<file path="src/shared/cmaddr_map.vh">
// constants for the core memory addressing block
`ifndef CMADDR_MAP_VH
`define CMADDR_MAP_VH
`define CMADDR_PC_W          15
`define CMADDR_PROG_WORDS    16384
`define CMADDR_PROG_LAST     15'h3FFF
`define CMADDR_RESET_VEC     15'h0000
`define CMADDR_IRQ_VEC       15'h0004
`define CMADDR_STACK_DEPTH   16
`define CMADDR_STACK_PTR_W   5
`define CMADDR_PTR_W         16
`define CMADDR_DATA_W        8
`define CMADDR_INDF0_ADDR    16'h0000
`define CMADDR_INDF1_ADDR    16'h0001
`define CMADDR_LIN_BASE      16'h2000
`define CMADDR_FLASH_BASE    16'h8000
`define CMADDR_REGION_TRAD   2'h0
`define CMADDR_REGION_LIN    2'h1
`define CMADDR_REGION_FLASH  2'h2
`endif

</file>
<file path="src/verilog/cmaddr_fsr_chan.v">
// one indirect access channel: pointer pair, region decode and port redirection
`include "cmaddr_map.vh"
module cmaddr_fsr_chan #(
  parameter [15:0] LIN_BASE   = `CMADDR_LIN_BASE,
  parameter [15:0] FLASH_BASE = `CMADDR_FLASH_BASE
) (
  // clock, reset and enable
  input  wire        i_clk_sys,
  input  wire        i_rst_n,
  input  wire        i_ce,
  // pointer byte writes
  input  wire        i_wr_high,
  input  wire        i_wr_low,
  input  wire [7:0]  i_wdata,
  // indirect access through the data port
  input  wire        i_acc_rd,
  input  wire        i_acc_wr,
  // results
  output wire [15:0] o_ptr,
  output wire [1:0]  o_region,
  output wire        o_self,
  output wire        o_mem_rd,
  output wire        o_mem_wr
);
  reg [7:0] pointer_high_byte_reg;
  reg [7:0] pointer_low_byte_reg;

  function [1:0] region_of;
    input [15:0] a;
    begin
      if (a >= FLASH_BASE)
        region_of = `CMADDR_REGION_FLASH;
      else if (a >= LIN_BASE)
        region_of = `CMADDR_REGION_LIN;
      else
        region_of = `CMADDR_REGION_TRAD;
    end
  endfunction

  always @(posedge i_clk_sys) begin
    if (!i_rst_n) begin
      pointer_high_byte_reg <= 8'h00;
      pointer_low_byte_reg  <= 8'h00;
    end else if (i_ce) begin
      if (i_wr_high)
        pointer_high_byte_reg <= i_wdata;
      if (i_wr_low)
        pointer_low_byte_reg  <= i_wdata;
    end
  end

  assign o_ptr    = {pointer_high_byte_reg, pointer_low_byte_reg};
  assign o_region = region_of(o_ptr);
  assign o_self   = (o_ptr == `CMADDR_INDF0_ADDR) || (o_ptr == `CMADDR_INDF1_ADDR);
  assign o_mem_rd = i_acc_rd & ~o_self;
  assign o_mem_wr = i_acc_wr & ~o_self;
endmodule // cmaddr_fsr_chan

</file>
<file path="src/verilog/cmaddr_core.v">
// core memory addressing: program counter, stack fault reset, indirect addressing
`include "cmaddr_map.vh"
// Notes on behaviour
// - the program counter is fifteen bits wide, spanning a 32K word space.
// - 16384 words are implemented up to 3FFFh and higher addresses wrap into them.
// - after any reset the program counter is zero and fetch starts there.
// - a taken interrupt sends the program counter to address four.
// - with stack fault reset enabled, a push past level sixteen resets and sets the overflow flag.
// - with stack fault reset enabled, a pop past level one resets and sets the underflow flag.
// - the indirect data ports hold nothing; accesses go to the address in their pointer.
// - a pointer aimed at a data port reads zero and suppresses the write.
// - there are two channels, each with its own port and pointer; channel 0 wins when both access in one cycle.
// - each pointer is a high byte and a low byte that software writes separately.
// - the pointer is a 16-bit address over 65536 locations in three regions.
module cmaddr_core #(
  parameter [15:0] LIN_BASE   = `CMADDR_LIN_BASE,
  parameter [15:0] FLASH_BASE = `CMADDR_FLASH_BASE,
  parameter        DEPTH      = `CMADDR_STACK_DEPTH
) (
  // clock, reset, enable
  input  wire        i_clk_sys,
  input  wire        i_rst_n,
  input  wire        i_ce,
  // configuration
  input  wire        i_stack_fault_reset_enable,
  // program flow from the core
  input  wire        i_pc_step,
  input  wire        i_pc_load,
  input  wire [14:0] i_pc_target,
  input  wire        i_irq_take,
  input  wire        i_push,
  input  wire        i_pop,
  input  wire        i_flags_clr,
  // pointer writes, channel 0 and 1
  input  wire [1:0]  i_wr_high,
  input  wire [1:0]  i_wr_low,
  input  wire [7:0]  i_wdata,
  // indirect accesses, channel 0 and 1
  input  wire [1:0]  i_acc_rd,
  input  wire [1:0]  i_acc_wr,
  input  wire [7:0]  i_acc_wdata,
  input  wire [7:0]  i_mem_rdata,
  // program counter and stack
  output reg  [14:0] o_pc,
  output reg  [13:0] o_fetch_addr,
  output reg  [14:0] o_stack_top,
  output reg         o_stack_fault_reset,
  output reg         o_stack_overflow_flag,
  output reg         o_stack_underflow_flag,
  // memory access from the indirect channels
  output reg  [15:0] o_mem_addr,
  output reg  [1:0]  o_mem_region,
  output reg         o_mem_rd,
  output reg         o_mem_wr,
  output reg  [7:0]  o_mem_wdata,
  output reg  [7:0]  o_acc_rdata,
  output reg         o_acc_rvalid
);
  reg  [14:0] stack_mem [0:DEPTH-1];
  reg  [4:0]  sp_reg;
  reg  [14:0] pc_reg;
  reg         pend_rd_reg;
  reg         pend_self_reg;
  wire [31:0] ptr_bus;
  wire [3:0]  region_bus;
  wire [1:0]  self_v;
  wire [1:0]  mrd_v;
  wire [1:0]  mwr_v;
  wire        sel;
  wire        ovf;
  wire        unf;
  wire        fault;
  reg  [14:0] pc_next;
  integer     k;
  reg  [4:0]  sp_next;
  reg  [14:0] top_next;
  reg         push_ok;
  reg         pop_ok;
  reg         ovf_flag_next;
  reg         unf_flag_next;
  reg  [15:0] mem_addr_next;
  reg  [1:0]  mem_region_next;
  reg         mem_rd_next;
  reg         mem_wr_next;
  reg         pend_rd_next;
  reg         pend_self_next;
  reg  [7:0]  acc_rdata_next;
  reg  [1:0]  pc_src;

  localparam [1:0] PC_SRC_HOLD = 2'b00;
  localparam [1:0] PC_SRC_STEP = 2'b01;
  localparam [1:0] PC_SRC_LOAD = 2'b10;
  localparam [1:0] PC_SRC_IRQ  = 2'b11;

  // fetch port view of the counter: the upper half aliases the implemented half
  function [13:0] fetch_of;
    input [14:0] a;
    begin
      fetch_of = a[13:0];
    end
  endfunction

  genvar g;
  generate
    for (g = 0; g < 2; g = g + 1) begin : g_chan
      cmaddr_fsr_chan #(
        .LIN_BASE   (LIN_BASE),
        .FLASH_BASE (FLASH_BASE)
      ) u_chan (
        .i_clk_sys (i_clk_sys),
        .i_rst_n   (i_rst_n),
        .i_ce      (i_ce),
        .i_wr_high (i_wr_high[g]),
        .i_wr_low  (i_wr_low[g]),
        .i_wdata   (i_wdata),
        .i_acc_rd  (i_acc_rd[g]),
        .i_acc_wr  (i_acc_wr[g]),
        .o_ptr     (ptr_bus[16*g+15:16*g]),
        .o_region  (region_bus[2*g+1:2*g]),
        .o_self    (self_v[g]),
        .o_mem_rd  (mrd_v[g]),
        .o_mem_wr  (mwr_v[g])
      );
    end
  endgenerate

  // channel 1 used when it alone accesses; channel 0 has priority
  assign sel   = ~(i_acc_rd[0] | i_acc_wr[0]) & (i_acc_rd[1] | i_acc_wr[1]);
  assign ovf   = i_push & ~i_pop & (sp_reg == DEPTH[4:0]);
  assign unf   = i_pop & ~i_push & (sp_reg == 5'h00);
  assign fault = i_stack_fault_reset_enable & (ovf | unf);

  // irq beats a load, a load beats a step
  always @* begin
    if (i_irq_take)
      pc_src = PC_SRC_IRQ;
    else if (i_pc_load)
      pc_src = PC_SRC_LOAD;
    else if (i_pc_step)
      pc_src = PC_SRC_STEP;
    else
      pc_src = PC_SRC_HOLD;
  end

  always @* begin
    case (pc_src)
      PC_SRC_IRQ: begin
        pc_next = `CMADDR_IRQ_VEC;
      end
      PC_SRC_LOAD: begin
        pc_next = i_pc_target;
      end
      PC_SRC_STEP: begin
        pc_next = pc_reg + 15'h0001;
      end
      default: begin
        pc_next = pc_reg;
      end
    endcase
  end

  // stack pointer and top-of-stack next values; push and pop together cancel
  always @* begin
    sp_next  = sp_reg;
    top_next = o_stack_top;
    push_ok  = 1'b0;
    pop_ok   = 1'b0;
    if (i_push && !i_pop && !ovf) begin
      push_ok  = 1'b1;
      sp_next  = sp_reg + 5'h01;
      top_next = pc_reg;
    end else if (i_pop && !i_push && !unf) begin
      pop_ok   = 1'b1;
      sp_next  = sp_reg - 5'h01;
      top_next = stack_mem[sp_reg[3:0] - 4'h1];
    end
  end

  // sticky flags: a fault in the same cycle as a clear still sets the flag
  always @* begin
    ovf_flag_next = o_stack_overflow_flag;
    unf_flag_next = o_stack_underflow_flag;
    if (i_flags_clr) begin
      ovf_flag_next = 1'b0;
      unf_flag_next = 1'b0;
    end
    if (i_stack_fault_reset_enable && ovf)
      ovf_flag_next = 1'b1;
    if (i_stack_fault_reset_enable && unf)
      unf_flag_next = 1'b1;
  end

  always @(posedge i_clk_sys) begin
    if (!i_rst_n) begin
      pc_reg                 <= `CMADDR_RESET_VEC;
      sp_reg                 <= 5'h00;
      o_pc                   <= `CMADDR_RESET_VEC;
      o_fetch_addr           <= fetch_of(`CMADDR_RESET_VEC);
      o_stack_top            <= 15'h0000;
      o_stack_fault_reset    <= 1'b0;
      o_stack_overflow_flag  <= 1'b0;
      o_stack_underflow_flag <= 1'b0;
    end else if (i_ce) begin
      o_stack_fault_reset    <= fault;
      o_stack_overflow_flag  <= ovf_flag_next;
      o_stack_underflow_flag <= unf_flag_next;
      if (fault) begin
        // internal reset: vector to zero and empty the stack
        pc_reg       <= `CMADDR_RESET_VEC;
        sp_reg       <= 5'h00;
        o_pc         <= `CMADDR_RESET_VEC;
        o_fetch_addr <= fetch_of(`CMADDR_RESET_VEC);
      end else begin
        pc_reg       <= pc_next;
        o_pc         <= pc_next;
        o_fetch_addr <= fetch_of(pc_next);
        sp_reg       <= sp_next;
        o_stack_top  <= top_next;
      end
    end
  end

  // stack storage: one word per level, written only by a push that fits
  always @(posedge i_clk_sys) begin
    if (!i_rst_n) begin
      for (k = 0; k < DEPTH; k = k + 1)
        stack_mem[k] <= 15'h0000;
    end else if (i_ce) begin
      if (!fault && push_ok)
        stack_mem[sp_reg[3:0]] <= pc_reg;
    end
  end

  // pick the channel that owns this cycle's access
  always @* begin
    if (sel) begin
      mem_addr_next   = ptr_bus[31:16];
      mem_region_next = region_bus[3:2];
      mem_rd_next     = mrd_v[1];
      mem_wr_next     = mwr_v[1];
      pend_rd_next    = i_acc_rd[1];
      pend_self_next  = self_v[1];
    end else begin
      mem_addr_next   = ptr_bus[15:0];
      mem_region_next = region_bus[1:0];
      mem_rd_next     = mrd_v[0];
      mem_wr_next     = mwr_v[0];
      pend_rd_next    = i_acc_rd[0];
      pend_self_next  = self_v[0];
    end
  end

  // a port aimed at a port reads as zero
  always @* begin
    if (pend_self_reg)
      acc_rdata_next = 8'h00;
    else
      acc_rdata_next = i_mem_rdata;
  end

  always @(posedge i_clk_sys) begin
    if (!i_rst_n) begin
      o_mem_addr    <= 16'h0000;
      o_mem_region  <= `CMADDR_REGION_TRAD;
      o_mem_rd      <= 1'b0;
      o_mem_wr      <= 1'b0;
      o_mem_wdata   <= 8'h00;
      o_acc_rdata   <= 8'h00;
      o_acc_rvalid  <= 1'b0;
      pend_rd_reg   <= 1'b0;
      pend_self_reg <= 1'b0;
    end else if (i_ce) begin
      o_mem_addr    <= mem_addr_next;
      o_mem_region  <= mem_region_next;
      o_mem_rd      <= mem_rd_next;
      o_mem_wr      <= mem_wr_next;
      o_mem_wdata   <= i_acc_wdata;
      pend_rd_reg   <= pend_rd_next;
      pend_self_reg <= pend_self_next;
      o_acc_rvalid  <= pend_rd_reg;
      o_acc_rdata   <= acc_rdata_next;
    end
  end
endmodule // cmaddr_core

</file>
<file path="config.mk">
export PLATFORM = sky130hd
export DESIGN_NAME = cmaddr_core
export DESIGN_NICKNAME = d
export VERILOG_FILES = /design/src/verilog/cmaddr_fsr_chan.v /design/src/verilog/cmaddr_core.v
export VERILOG_INCLUDE_DIRS = /design/src /design/src/shared
export SDC_FILE = /design/constraint.sdc
export NUM_CORES = 1
export LEC_CHECK = 0
export ABC_AREA = 1
export BUFFER_PORTS_ARGS = -buffer_cell sky130_fd_sc_hd__buf_4
export CAP_MARGIN = 10
export CORE_UTILIZATION = 40
export DETAILED_ROUTE_END_ITERATION = 8
export PLACE_DENSITY = 0.65
export SLEW_MARGIN = 10
export SYNTH_ARGS = -nofsm -noshare
export SYNTH_HDL_FRONTEND = slang
export SYNTH_HIERARCHICAL = 1
export SYNTH_SLANG_ARGS = --single-unit
</file>
<file path="constraint.sdc">
create_clock -name i_clk_sys -period 2.65 [get_ports i_clk_sys]
set_clock_uncertainty 0.05 [all_clocks]
set_input_delay 0.53 -clock i_clk_sys [delete_from_list [all_inputs] [get_ports i_clk_sys]]
set_output_delay 0.53 -clock i_clk_sys [all_outputs]
set_load 0.03 [all_outputs]
</file>
==> impl_metrics.tcl <==
set metrics [dict create \
    power_density_nw_per_um2 699 \
    drc 0 \
    clk_pin_slew_worst_paths_ns 0.06 \
    hpwl_mm 32.3 \
    ctsHoldBuffers 0 \
    grt_max_degree 81 \
    rsz0062_at_grt "no" \
    synth_cells 2063 \
    irDropWorstVdd_mv 0.387 \
    r2r_cells 9 \
    drtIter0Drc 1321 \
    cts.sinks 349 \
    grt_usage_pct 22.5 \
    synth.area.top_cells "edfxtp_1, dfxtp_1, nand2_1, nor2_1, nand3_1" \
    design_area_um2 20000 \
    h-tree-depth 2 \
    synth_edf_count 240 \
    whs_path_depth 3 \
    status "finished, final reports clean" \
    start_util_pct 41.0 \
    path_common_cell "nand2_2" \
    max_freq_mhz 453 \
    yosys.area.top_type "edfxtp_1" \
    cp.required_ns 2.80 \
    top_register "stack_mem" \
    path_max_fanout 15 \
    fill_cells 3854 \
    wl_mm 48.7 \
    vias 14000 \
    whs_ns 0.188 \
    drive_gt1_share_pct 14.7 \
    min_path_type "in2reg" \
    crit_type "reg2reg" \
    max_slew_margin_pct 49.4 \
    crit_slowest_cell "dfxtp_4" \
    diodes 0 \
    gp_congestion 0.897 \
    final_cells 2750 \
    drtAntennaViolNets 0 \
    wl_per_cell_um 17.7 \
    port_buffers 140 \
    finalCritPeriodShare_pct 83.3 \
    worstPathCellList "clkinv_2 -> ha_2 -> nand3_2 -> nand2_4 -> inv_4 -> nand3_4 -> nor2_4 -> nand2_2 -> nand2_2" \
    die_h_um 208 \
    first_pass_iters 6 \
    vias_per_cell 5.09 \
    fin_nets 2262 \
    fin_util_pct 48.5 \
    p_leak_nw 8.50 \
    cts_setup_buffers 0 \
    hold_viol 0 \
    cts_made_buffers 38 \
    cp.arrival_ns 2.36 \
    dpl_cell_area_um2 18700 \
    grt_pass1_wl_mm 75.1 \
    yosysMostFrequentCell "nand2_1" \
    synth_cell_type_count 35 \
    setup.worst_path.start_class "register" \
    cts_tree "built" \
    setup_viol 0 \
    tightestPinTransition_ns 0.758 \
    area_delta_synth_final_pct 18.2 \
    fp-row-count 74 \
    synth.cell_area_um2 16900 \
    largest_reg_flops 240 \
    netlist_top_cells_count "nand2_1, nor2_1, edfxtp_1" \
    clock_latency_ns 0.53 \
    coreArea_um2 41200 \
    placed_cells 2682 \
    overflow 0 \
    dieArea_um2 43100 \
    grt_pass1_vias 13400 \
    syn_nets 2135 \
    synth-main-ff-cell "edfxtp_1" \
    ctsResizeCount 0 \
    cts.path.max_buffers 3 \
    drv_cap 0 \
    ys_seq_area_share_pct 55.6 \
    period_needed_ns 2.21 \
    yosys_warnings 6 \
    root_buffer "clkbuf_16" \
    synth.top_cell.area_share_pct 42.7 \
    synth_seq_cells 349 \
    drv_slew 0 \
    async_flop_share_pct 0 \
    syn_area_per_cell_um2 8.19 \
    antenna_found_initial 0 \
    cp_slowest_stage_delay_ns 0.40 \
    ios 141 \
    cp-end-kind "register" \
    p_total_mw 14.0 \
    die_w_um 208 \
]
==> area by class of cell <==
class | count | area [um2] | share of cell area (%)
inverters | 259 | 976 | 4.89
multi-input cells | 1325 | 5890 | 29.5
well taps | 532 | 666 | 3.33
clock buffers | 52 | 1050 | 5.28
repair buffers | 217 | 1750 | 8.78
clock inverters | 16 | 233 | 1.17
flip-flops and latches | 349 | 9390 | 47.0
==> routing by layer <==
layer | vias up | GRT usage (%) | routed length (um)
met2 | 568 | 37.3 | 22700
met4 | 0 | 8.16 | 1580
met1 | 6525 | 29.4 | 20500
met3 | 89 | 4.18 | 3960
met5 | - | 0 | 0
li1 | 6803 | - | -
==> kinds of logic (layout without fill, tap and decap cells) <==
| kind of cell | count (synthesis) | after routing | share of synthesized area [%] |
|---|---|---|---|
| DFF | 349 | 349 | 55.6 |
| and+or+nand+nor | 1145 | 1145 | 28.2 |
| adders and majority gates | 15 | 15 | 1.16 |
| buffers and inverters | 389 | 544 | 9.64 |
| AOI/OAI and AO/OA | 161 | 161 | 5.19 |
| xor gates and xnor gates | 4 | 4 | 0.207 |
==> report_power, final <==
part | leakage [nW] | internal, mW | switching [mW]
sequential | 3.37 | 6.04 | 0.131
combinational | 4.50 | 0.720 | 1.53
clock | 0.628 | 3.37 | 2.17
==> cells in the final DEF, fill, tap and decap left out, drive strengths merged, types with 24 or more instances in the layout <==
cell type / instances
nand2: 526
nor2: 368
inv: 244
edfxtp: 240
nand3: 240
buf: 217
dfxtp: 109
a21oi: 77
o21ai: 58
clkbuf: 52
clkinv: 24
==> final timing paths <==
check / start / to / slack, ns
max: sp_reg[0] / stack_mem[5][3] / 0.44
min: i_acc_wdata[4] / o_mem_wdata[4] / 0.19
max reg2reg: sp_reg[0] / stack_mem[5][3] / 0.44
min reg2reg: pend_rd_reg / o_acc_rvalid / 0.41
==> worst max-delay path: cells and delay by family (launching register included) <==
kind / cells / cell delay (ns)
DFF: 1 / 0.40
adders and majority gates: 1 / 0.22
buffers and inverters: 2 / 0.20
and+or+nand+nor: 6 / 1.01
==> per-stage QoR <==
step | setup WS (ns) | setup TNS [ns]
after global routing | 0.216 | 0
after detailed placement | 0.258 | 0
after CTS | 0.451 | 0
final | 0.444 | 0
after global placement | 0.229 | 0
after floorplan | -0.133 | -28.72
Power figures use the tool's default switching activity.
